==> config.mk <==
export PLATFORM = sky130hd
export DESIGN_NAME = dps_sideband
export DESIGN_NICKNAME = d
export VERILOG_FILES = /design/src/core/dps_pkg.sv /design/src/core/dps_sideband.sv
export SDC_FILE = /design/constraint.sdc
export NUM_CORES = 1
export LEC_CHECK = 0
export BUFFER_PORTS_ARGS = -buffer_cell sky130_fd_sc_hd__clkbuf_2
export CAP_MARGIN = 0
export CORE_MARGIN = 3
export CORE_UTILIZATION = 30
export DETAILED_ROUTE_END_ITERATION = 16
export SKIP_LAST_GASP = 1
export SYNTH_ARGS = -nofsm -noshare
export SYNTH_HDL_FRONTEND = slang
export SYNTH_SLANG_ARGS = --single-unit
==> constraint.sdc <==
create_clock -name i_clk -period 8.18 [get_ports i_clk]
set_input_delay 1.227 -clock i_clk [delete_from_list [all_inputs] [get_ports i_clk]]
set_output_delay 1.227 -clock i_clk [all_outputs]
set_load 0.01 [all_outputs]
==> src/core/dps_pkg.sv <==
`default_nettype none
package dps_pkg;
  // Avalon register byte offsets
  localparam logic [4:0] OFS_STATUS = 5'h00;
  localparam logic [4:0] OFS_IRQ_ST = 5'h04;
  localparam logic [4:0] OFS_IRQ_MK = 5'h08;
  localparam logic [4:0] OFS_CTRL   = 5'h0c;
  localparam logic [4:0] OFS_RXINFO = 5'h10;

  // Status register fields
  localparam int ST_IDLE = 0;
  localparam int ST_INIT = 1;
  localparam int ST_RUN  = 2;
  localparam int ST_FWD  = 3;
  localparam int ST_RBE  = 4;
  localparam int ST_PEND = 5;

  // Interrupt bits
  localparam int IRQ_W      = 5;
  localparam int IRQ_UP     = 0;
  localparam int IRQ_DOWN   = 1;
  localparam int IRQ_SENT   = 2;
  localparam int IRQ_RXDLLP = 3;
  localparam int IRQ_RXTLP  = 4;

  // Control register fields and reset values
  localparam int CTRL_LINK_EN = 0;
  localparam logic [31:0] CTRL_RST  = 32'h0000_0001;
  localparam logic [IRQ_W-1:0] MASK_RST = 5'h00;

  // Send command codes
  localparam logic [1:0] CMD_NONE = 2'h0;
  localparam logic [1:0] CMD_PM   = 2'h1;
  localparam logic [1:0] CMD_VSD  = 2'h2;

  // Power message type codes
  localparam logic [2:0] PM_ENTER_L1 = 3'h0;
  localparam logic [2:0] PM_ENTER_L2 = 3'h1;
  localparam logic [2:0] PM_ASPM_L1  = 3'h3;
  localparam logic [2:0] PM_REQ_ACK  = 3'h4;

  // DLLP type byte: PM prefix over the 3-bit type, vendor type whole
  localparam logic [4:0] DLLP_PM_PFX = 5'h04;
  localparam logic [7:0] DLLP_VSD    = 8'h30;

  typedef enum logic [1:0] {
    DPS_INACTIVE = 2'b00,
    DPS_INIT     = 2'b01,
    DPS_ACTIVE   = 2'b10
  } dps_dl_state_t;

  typedef enum logic [1:0] {
    DPS_TX_IDLE = 2'b00,
    DPS_TX_PEND = 2'b01,
    DPS_TX_HOLD = 2'b10
  } dps_tx_state_t;

  // One DLLP word: type byte over 24-bit payload
  typedef struct packed {
    logic        valid;
    logic [31:0] data;
  } dps_dllp_t;
endpackage
`default_nettype wire

==> src/core/dps_sideband.sv <==
`timescale 1ns/1ps
`default_nettype none

module dps_sideband #(
  parameter int CNT_W = 8
) (
  input  wire logic                   i_clk,
  input  wire logic                   i_rst,
  // Avalon-MM slave
  input  wire logic [4:0]             i_avs_address,
  input  wire logic                   i_avs_read,
  input  wire logic                   i_avs_write,
  input  wire logic [31:0]            i_avs_writedata,
  input  wire logic [3:0]             i_avs_byteenable,
  output logic [31:0]                 o_avs_readdata,
  output logic                        o_avs_waitrequest,
  output logic                        o_irq,
  // Core side
  input  wire logic                   i_phy_link_up,
  input  wire logic                   i_fc_init_done,
  input  wire logic                   i_tl_ready,
  input  wire logic                   i_tlp_stored,
  input  wire logic                   i_tlp_acked,
  input  wire logic                   i_rx_tlp,
  input  wire dps_pkg::dps_dllp_t     i_rx_dllp,
  output dps_pkg::dps_dllp_t          o_tx_dllp,
  input  wire logic                   i_tx_dllp_ready,
  // User side
  output logic                        o_link_layer_idle_flag,
  output logic                        o_link_layer_initialising_flag,
  output logic                        o_link_layer_running_flag,
  output logic                        o_link_layer_forwarding_flag,
  input  wire logic [1:0]             i_tx_dllp_cmd,
  input  wire logic [2:0]             i_tx_pm_type,
  input  wire logic [23:0]            i_tx_vsd_data,
  output logic                        o_tx_dllp_sent,
  output logic [2:0]                  o_rx_pm_type,
  output logic [23:0]                 o_rx_vsd_data,
  output logic                        o_rx_dllp_valid,
  output logic                        o_tx_rbuf_empty,
  output logic                        o_tx_dllp_pend,
  output logic                        o_rx_tlp_rcvd
);
  import dps_pkg::*;

  generate
    if (CNT_W < 2 || CNT_W > 16)
    begin : g_bad_cnt
      $error("CNT_W must lie in 2..16");
    end
  endgenerate

  function automatic logic pm_code_ok(input logic [2:0] t);
    pm_code_ok = (t == PM_ENTER_L1) || (t == PM_ENTER_L2) ||
                 (t == PM_ASPM_L1) || (t == PM_REQ_ACK);
  endfunction

  dps_dl_state_t    dl_q;
  dps_tx_state_t    tx_q;
  logic             fwd_q;
  logic             fwd_d1_q;
  logic [CNT_W-1:0] unack_q;
  logic             sent_q;
  logic             rxv_q;
  logic [2:0]       rxt_q;
  logic [23:0]      rxd_q;
  logic             rxtlp_q;
  dps_dllp_t        txd_q;
  logic [31:0]      ctrl_q;
  logic [IRQ_W-1:0] ist_q;
  logic [IRQ_W-1:0] imk_q;
  logic [IRQ_W-1:0] ev;
  logic             ack_q;
  logic [31:0]      rdata_q;
  logic             req;
  logic             wr_go;
  logic             link_en;
  logic             rx_pm;
  logic             rx_vsd;
  logic             tx_fire;
  logic [31:0]      status;
  logic [31:0]      wmask;

  assign link_en = ctrl_q[CTRL_LINK_EN];

  // Link layer state, sampled on the system clock
  always_ff @(posedge i_clk)
  begin
    if (i_rst)
    begin
      dl_q <= DPS_INACTIVE;
    end
    else if (!i_phy_link_up || !link_en)
    begin
      dl_q <= DPS_INACTIVE;
    end
    else
    begin
      case (dl_q)
        DPS_INACTIVE: dl_q <= DPS_INIT;
        DPS_INIT:     dl_q <= i_fc_init_done ? DPS_ACTIVE : DPS_INIT;
        DPS_ACTIVE:   dl_q <= DPS_ACTIVE;
        default:      dl_q <= DPS_INACTIVE;
      endcase
    end
  end

  // Forwarding trails activity by one cycle so TL sees a settled link
  always_ff @(posedge i_clk)
  begin
    if (i_rst)
      fwd_q <= 1'b0;
    else
      fwd_q <= (dl_q == DPS_ACTIVE) && i_phy_link_up && link_en && i_tl_ready;
  end

  assign o_link_layer_idle_flag         = (dl_q == DPS_INACTIVE);
  assign o_link_layer_initialising_flag = (dl_q == DPS_INIT);
  assign o_link_layer_running_flag      = (dl_q == DPS_ACTIVE);
  assign o_link_layer_forwarding_flag   = fwd_q;

  // Unacknowledged packet count; saturates rather than wraps
  always_ff @(posedge i_clk)
  begin
    if (i_rst || dl_q == DPS_INACTIVE)
    begin
      unack_q <= '0;
    end
    else if (i_tlp_stored && !i_tlp_acked && unack_q != '1)
    begin
      unack_q <= unack_q + 1'b1;
    end
    else if (i_tlp_acked && !i_tlp_stored && unack_q != '0)
    begin
      unack_q <= unack_q - 1'b1;
    end
  end

  assign o_tx_rbuf_empty = (unack_q == '0);

  // Transmit request: latch, wait for the transmitter, then wait for release
  assign tx_fire = (tx_q == DPS_TX_PEND) && i_tx_dllp_ready;

  always_ff @(posedge i_clk)
  begin
    if (i_rst)
    begin
      tx_q  <= DPS_TX_IDLE;
      txd_q <= '0;
    end
    else
    begin
      case (tx_q)
        DPS_TX_IDLE:
        begin
          if (i_tx_dllp_cmd == CMD_PM && pm_code_ok(i_tx_pm_type))
          begin
            txd_q.valid <= 1'b1;
            txd_q.data  <= {DLLP_PM_PFX, i_tx_pm_type, 24'h000000};
            tx_q        <= DPS_TX_PEND;
          end
          else if (i_tx_dllp_cmd == CMD_VSD)
          begin
            txd_q.valid <= 1'b1;
            txd_q.data  <= {DLLP_VSD, i_tx_vsd_data};
            tx_q        <= DPS_TX_PEND;
          end
        end
        DPS_TX_PEND:
        begin
          if (i_tx_dllp_ready)
          begin
            txd_q.valid <= 1'b0;
            tx_q        <= DPS_TX_HOLD;
          end
        end
        DPS_TX_HOLD:
        begin
          // Command still up after the pulse must not send twice
          if (i_tx_dllp_cmd == CMD_NONE)
          begin
            tx_q <= DPS_TX_IDLE;
          end
        end
        default: tx_q <= DPS_TX_IDLE;
      endcase
    end
  end

  assign o_tx_dllp      = txd_q;
  assign o_tx_dllp_pend = txd_q.valid;

  always_ff @(posedge i_clk)
  begin
    if (i_rst)
      sent_q <= 1'b0;
    else
      sent_q <= tx_fire;
  end

  assign o_tx_dllp_sent = sent_q;

  // Receive decode; unknown DLLP types are dropped silently
  assign rx_pm  = i_rx_dllp.valid && (i_rx_dllp.data[31:27] == DLLP_PM_PFX) &&
                  pm_code_ok(i_rx_dllp.data[26:24]);
  assign rx_vsd = i_rx_dllp.valid && (i_rx_dllp.data[31:24] == DLLP_VSD);

  always_ff @(posedge i_clk)
  begin
    if (i_rst)
    begin
      rxv_q <= 1'b0;
      rxt_q <= PM_ENTER_L1;
      rxd_q <= '0;
    end
    else
    begin
      rxv_q <= rx_pm || rx_vsd;
      if (rx_pm)
      begin
        rxt_q <= i_rx_dllp.data[26:24];
      end
      if (rx_vsd)
      begin
        rxd_q <= i_rx_dllp.data[23:0];
      end
    end
  end

  assign o_rx_dllp_valid = rxv_q;
  assign o_rx_pm_type    = rxt_q;
  assign o_rx_vsd_data   = rxd_q;

  always_ff @(posedge i_clk)
  begin
    if (i_rst)
      rxtlp_q <= 1'b0;
    else
      rxtlp_q <= i_rx_tlp;
  end

  assign o_rx_tlp_rcvd = rxtlp_q;

  // Avalon slave: one wait cycle on every access
  assign req               = i_avs_read || i_avs_write;
  assign o_avs_waitrequest = req && !ack_q;
  assign wr_go             = i_avs_write && ack_q;
  assign wmask = {{8{i_avs_byteenable[3]}}, {8{i_avs_byteenable[2]}},
                  {8{i_avs_byteenable[1]}}, {8{i_avs_byteenable[0]}}};

  always_ff @(posedge i_clk)
  begin
    if (i_rst)
      ack_q <= 1'b0;
    else
      ack_q <= req && !ack_q;
  end

  always_comb
  begin
    status          = '0;
    status[ST_IDLE] = o_link_layer_idle_flag;
    status[ST_INIT] = o_link_layer_initialising_flag;
    status[ST_RUN]  = o_link_layer_running_flag;
    status[ST_FWD]  = fwd_q;
    status[ST_RBE]  = o_tx_rbuf_empty;
    status[ST_PEND] = txd_q.valid;
  end

  always_ff @(posedge i_clk)
  begin
    if (i_rst)
    begin
      rdata_q <= '0;
    end
    else if (i_avs_read && !ack_q)
    begin
      if (i_avs_address == OFS_STATUS)
        rdata_q <= status;
      else if (i_avs_address == OFS_IRQ_ST)
        rdata_q <= {{(32-IRQ_W){1'b0}}, ist_q};
      else if (i_avs_address == OFS_IRQ_MK)
        rdata_q <= {{(32-IRQ_W){1'b0}}, imk_q};
      else if (i_avs_address == OFS_CTRL)
        rdata_q <= ctrl_q;
      else if (i_avs_address == OFS_RXINFO)
        rdata_q <= {5'h00, rxt_q, rxd_q};
      else
        rdata_q <= '0;
    end
  end

  assign o_avs_readdata = rdata_q;

  always_ff @(posedge i_clk)
  begin
    if (i_rst)
    begin
      ctrl_q <= CTRL_RST;
      imk_q  <= MASK_RST;
    end
    else if (wr_go)
    begin
      if (i_avs_address == OFS_CTRL)
        ctrl_q <= {31'h00000000, (i_avs_writedata[0] & wmask[0]) | (ctrl_q[0] & ~wmask[0])};
      else if (i_avs_address == OFS_IRQ_MK)
        imk_q <= (i_avs_writedata[IRQ_W-1:0] & wmask[IRQ_W-1:0]) |
                 (imk_q & ~wmask[IRQ_W-1:0]);
    end
  end

  // Interrupt events; a new event wins over a same-cycle clear
  always_comb
  begin
    ev             = '0;
    ev[IRQ_UP]     = fwd_q && !fwd_d1_q;
    ev[IRQ_DOWN]   = fwd_d1_q && !fwd_q;
    ev[IRQ_SENT]   = sent_q;
    ev[IRQ_RXDLLP] = rxv_q;
    ev[IRQ_RXTLP]  = rxtlp_q;
  end

  always_ff @(posedge i_clk)
  begin
    if (i_rst)
      fwd_d1_q <= 1'b0;
    else
      fwd_d1_q <= fwd_q;
  end

  always_ff @(posedge i_clk)
  begin
    if (i_rst)
    begin
      ist_q <= '0;
    end
    else
    begin
      if (wr_go && i_avs_address == OFS_IRQ_ST)
        ist_q <= (ist_q & ~(i_avs_writedata[IRQ_W-1:0] & wmask[IRQ_W-1:0])) | ev;
      else
        ist_q <= ist_q | ev;
    end
  end

  assign o_irq = |(ist_q & imk_q);

endmodule // dps_sideband

`default_nettype wire

Word-level counts from Yosys, hierarchy flattened

Index checks and enable logic that the tools add are counted.

Input bits: 114
Logic and storage cells: 127
Bits in registers: 121
Output and inout bits: 103

Bitwise gates (word level): 14
Add/sub/neg operators: 2
Equality and inequality tests: 22
Mux-type cells: 19
Reductions and logical operators: 53

Operators by type and width:

| operator            | count |
|---|---|
| $mux 27             | 5 |
| $mux 33             | 2 |
| $and 5x5->5         | 4 |
| $logic_and 1x1->1   | 18 |
| $mux 8              | 2 |
| $or 5x5->5          | 3 |
| $pmux 2 s3          | 2 |
| $eq 5x3->1 const B  | 2 |
| $eq 5x4->1 const B  | 2 |
| $logic_or 1x1->1    | 10 |
| $mux 2              | 5 |
| $not 5->5           | 2 |
| $reduce_and 3->1    | 3 |
| $add 8x1->8 const B | 1 |
| $eq 8x6->1 const B  | 1 |
| $logic_not 8->1     | 1 |
| $ne 8x8->1 const B  | 1 |
| $reduce_bool 8->1   | 1 |
| $sub 8x1->8 const B | 1 |
| $logic_not 1->1     | 7 |
| $eq 2x1->1 const B  | 3 |
| $eq 2x2->1 const B  | 3 |
| $eq 3x1->1 const B  | 2 |
| $eq 3x2->1 const B  | 2 |
| 17 further kinds    | 27 |

Depth between registers and ports, before layout

Word-level depth: 7
Depth in mapped cells: 8
Mapped depth without buffers: 8

Least setup slack after synthesis

OpenSTA, ideal clock, no wires.

Kind: input to register
Start point: in i_tlp_stored
End point: reg unack_q[7]
Data required time: 8.037 ns
Stages on the path: 8
Library setup time: 0.143 ns
Data arrival time: 3.036 ns
Path slack: 5.001 ns
Path buffers: 0
Cell sequence: nor2b_1 > o21ai_1 > ha_1 > a211oi_1 > o211ai_1 > and3b_2 > nor3_1 > nor3_2

Longest elaborated chain between the ends: 4
Elaborated cells on any way between the ends: 7
Classes of those cells: 1 x mux; 6 x reduce/logical

Ends and longest elaborated chain:

| item                           | line                | text |
|---|---|---|
| from (decl)                    | dps_sideband.sv:22  | `input wire logic i_tlp_stored,` |
| $logic_not 1->1                | dps_sideband.sv:133 | `else if (i_tlp_acked && !i_tlp_stored && unack_q != '0)` |
| $logic_and 1x1->1 (2 in a row) | dps_sideband.sv:133 |  |
| $reduce_bool 2->1 (no line)    | -                   |  |
| to (signal assigned)           | dps_sideband.sv:131 | `unack_q <= unack_q + 1'b1;` |
| to (signal assigned)           | dps_sideband.sv:135 | `unack_q <= unack_q - 1'b1;` |
| to (decl)                      | dps_sideband.sv:62  | `logic [CNT_W-1:0] unack_q;` |

Several ways; a longest one is shown, not always the timed one.
A chain may end at the register's enable or synchronous reset.

Worst setup path after layout

Ends and elaborated chain as after synthesis.

==> flow_summary.yaml <==
outcome:
  run_status: "finished clean"
clocking:
  ctsResizeCount: 0
  cts-root-buf: "clkbuf_16"
  cts_tree: "yes"
  cts_buffer_depth: 2
  cts_buffers: 17
  postCtsSetupBuffers: 0
  clock_sinks: 113
  clk_pin_slew_worst_paths_ns: 0.06
  postCtsHoldBufs: 0
  clk_latency_ns: 0.41
  htreeDepth: 4
timing:
  final_min_period_over_clock_period: 0.384
  rsz0062_at_grt: "false"
  final_hold_viol_count: 0
  final.setup_skew_ns: 0.00640
  finalMaxSlewViolations: 0
  layout_min_cycle_time_ns: 3.14
  setup_tns_ns: 0
  worst_pin_slew_ns: 1.12
  finalSetupViolations: 0
  max_slew_margin: 0.252
  max_freq_mhz: 319
yosys:
  ys.flop_type: "dfxtp_1"
  netlist_area_um2: 4660
  synth_commonest_cells: "dfxtp_1 (113), nand2_1 (90), nor2_1 (68)"
  yosys.area_share.simple: 0.219
  synthCells: 551
  synth_top_family_by_area: "simple AND/OR/NAND/NOR gates"
  synthTopCellsByArea: "dfxtp_1 (49%), nand2_1 (7.2%), a21oi_1 (6.9%)"
  synthXorXnorAreaFrac: 0.00751
  synth_compound_area_frac: 0.192
  async_reset_ff_frac: 0
  yosysMostFrequentCell: "dfxtp_1"
  synth.mux.area_fraction: 0.0260
  synth.yosys.seq_area_share: 0.485
  yosysTopAreaCell: "dfxtp_1"
  synth.avg_cell_area_um2: 8.46
  synth_top_cell_area_share: 0.485
  yosys.area_share.adder: 0.0204
  synth_warnings: 0
  synth_edf_count: 0
  yosys.cell_types.count: 56
  synth-seq-cells: 113
detailed_routing:
  drt_iter0_markers: 198
  vias: 4447
  drt_pre_antenna_iters: 4
  via_per_inst: 4.87
  wire_per_inst_um: 15.1
  ant_nets: 0
  route.detailed.drc: 0
  routed_wl_mm: 13.8
setup_path:
  critPathMaxFanout: 12
  worstSetupPathType: "input port to flip-flop"
  cp-end-kind: "flip-flop"
  r2r_end: "unack_q[7]"
  r2r_setup_slack_ns: 5.20
  crit_chain: "clkbuf_2 -> nor2b_1 -> o21ai_1 -> ha_1 -> a211oi_1 -> o211ai_1 -> and3b_2 -> nor3_1 -> nor3_2"
  cpMaxStageDelayCell: "o21ai_1"
  cpPeakStageDelay_ns: 0.52
  critical_path_required_ns: 8.44
  start_kind: "input port"
  critPathArrivalTime_ns: 3.40
  r2r-start: "unack_q[0]"
  ff2ff_path_depth: 8
power_and_ir_drop:
  seqPwrFrac: 0.408
  power_frac_comb: 0.087
  p_leak_uw: 0.00263
  p_switching_uw: 361
  max-vdd-ir-drop_mv: 0.149
  p_int_uw: 1050
  power_frac_clock: 0.505
  power.density_nw_per_um2: 227
  swShare: 0.256
cells_and_area:
  syn2layout_area_growth_pct: 33.2
  final_core_util: 0.418
  antennaDiodeCount: 0
  nFillCells: 1544
  drive_gt1_frac: 0.313
  layout.nets: 837
  post_layout_nonfiller_instances: 913
place:
  dp.cells: 881
  place_congestion: 0.788
  numPortBuffers: 178
  hpwlAfterDp_mm: 9.75
global_routing:
  grt_max_degree: 80
  antenna_found_initial: 0
  gr-usage-all-layers: 0.160
  grt_pass1_vias: 4204
  grt_first_pass_wirelength_mm: 21.3
  gr-total-overflow: 0
die:
  die_x_um: 131
  io_pins: 217
  num_rows: 44
  start_util: 0.314
  dieArea_um2: 17100
  die-height_um: 131
  core_um2: 14900
worst_hold_path:
  worstHoldStart: "o_avs_readdata[9]"
  whs_endpoint: "o_avs_readdata[9]"
  hp-class: "flip-flop to flip-flop"
  hold_depth: 2
job:
  cap_viol_max_count: 0
==> state kept, by name (all words and copies together) (netlist names), 2 cells and up, named ones only <==
signal          flops
dl_q                2
ist_q               5
o_avs_readdata     27
o_rx_pm_type        3
o_rx_vsd_data      24
o_tx_dllp          29
tx_q                2
unack_q             8
==> per-layer routing <==
layer / track usage / wire length, µm
met1: 0.209 / 6250
met2: 0.244 / 6290
met3: 0.0585 / 1040
met4: 0.0532 / 216
met5: 0 / 0
==> worst max-delay path by stage <==
stage            startpoint         end  slack (ns)  depth (start not counted)
6_report       i_tlp_stored  unack_q[7]        5.04                          9
3_5_place_dp   i_tlp_stored  unack_q[7]        4.64                          9
3_3_place_gp   i_tlp_stored  unack_q[7]        4.63                          9
5_1_grt        i_tlp_stored  unack_q[7]        4.89                          9
2_1_floorplan  i_tlp_stored  unack_q[7]        5.00                          8
4_1_cts        i_tlp_stored  unack_q[7]        5.07                          9
==> power by group through the flow <==
stage / logic [µW] / registers, µW / clock network [µW]
after floorplan: 73.2 / 589 / 0
after global placement: 124 / 588 / 0
after detailed placement: 124 / 587 / 0
after CTS: 125 / 576 / 733
after global routing: 137 / 578 / 759
final: 123 / 576 / 714
==> area by class of cell <==
class                      count  area, µm²  share of cell area
tap                          184        230              0.0371
timing repair buffer         181        916               0.147
clock inverter                13        128              0.0205
clock buffer                  19        453              0.0729
multi-input combinational    397       2200               0.354
sequential                   113       2260               0.364
inverter                       6       22.5             0.00362
==> stage by stage <==
| step | hold WS [ns] | instance area, µm² | setup WS [ns] | power (µW) |
|---|---|---|---|---|
| global placement | 0.437 | 5630 | 4.63 | 711 |
| floorplan | 0.466 | 4690 | 5.00 | 662 |
| detailed placement | 0.442 | 5630 | 4.64 | 712 |
| finish | 0.450 | 6210 | 5.04 | 1410 |
| global route | 0.474 | 6210 | 4.89 | 1470 |
| CTS | 0.450 | 6210 | 5.07 | 1430 |
==> cell families (layout without fill, tap and decap cells) <==
family,count (synthesis),count (layout)
simple gates,224,224
compound gates,142,142
flops,113,113
buf+inv,48,219
mux,12,12
fa+ha+maj,7,7
xor+xnor,4,4
other cells,1,8
==> critical path: cells and delay by family <==
family                     cells  cell delay (ns)
AOI/OAI and AO/OA              3             1.09
and+or+nand+nor                4             0.60
adders and majority gates      1             0.39
buffers and inverters          1             0.09
==> cell usage in the layout, fill, tap and decap left out, types with 5 or more instances in the layout <==
cell       Yosys  routed
conb_1         1       8
inv_1          6       6
clkbuf_16      0      17
nand2_1       90      90
dfxtp_1      113     113
ha_1           6       6
mux2i_1       11      11
clkinv_4       0       5
a21oi_1       64      64
o21ai_0       13      13
a22oi_1       28      28
nand3_1       27      27
nor3_1         5       5
nor2_1        68      68
nor2b_1       11      10
clkbuf_2       0     177
No activity file was read; power rests on OpenSTA's default activity.
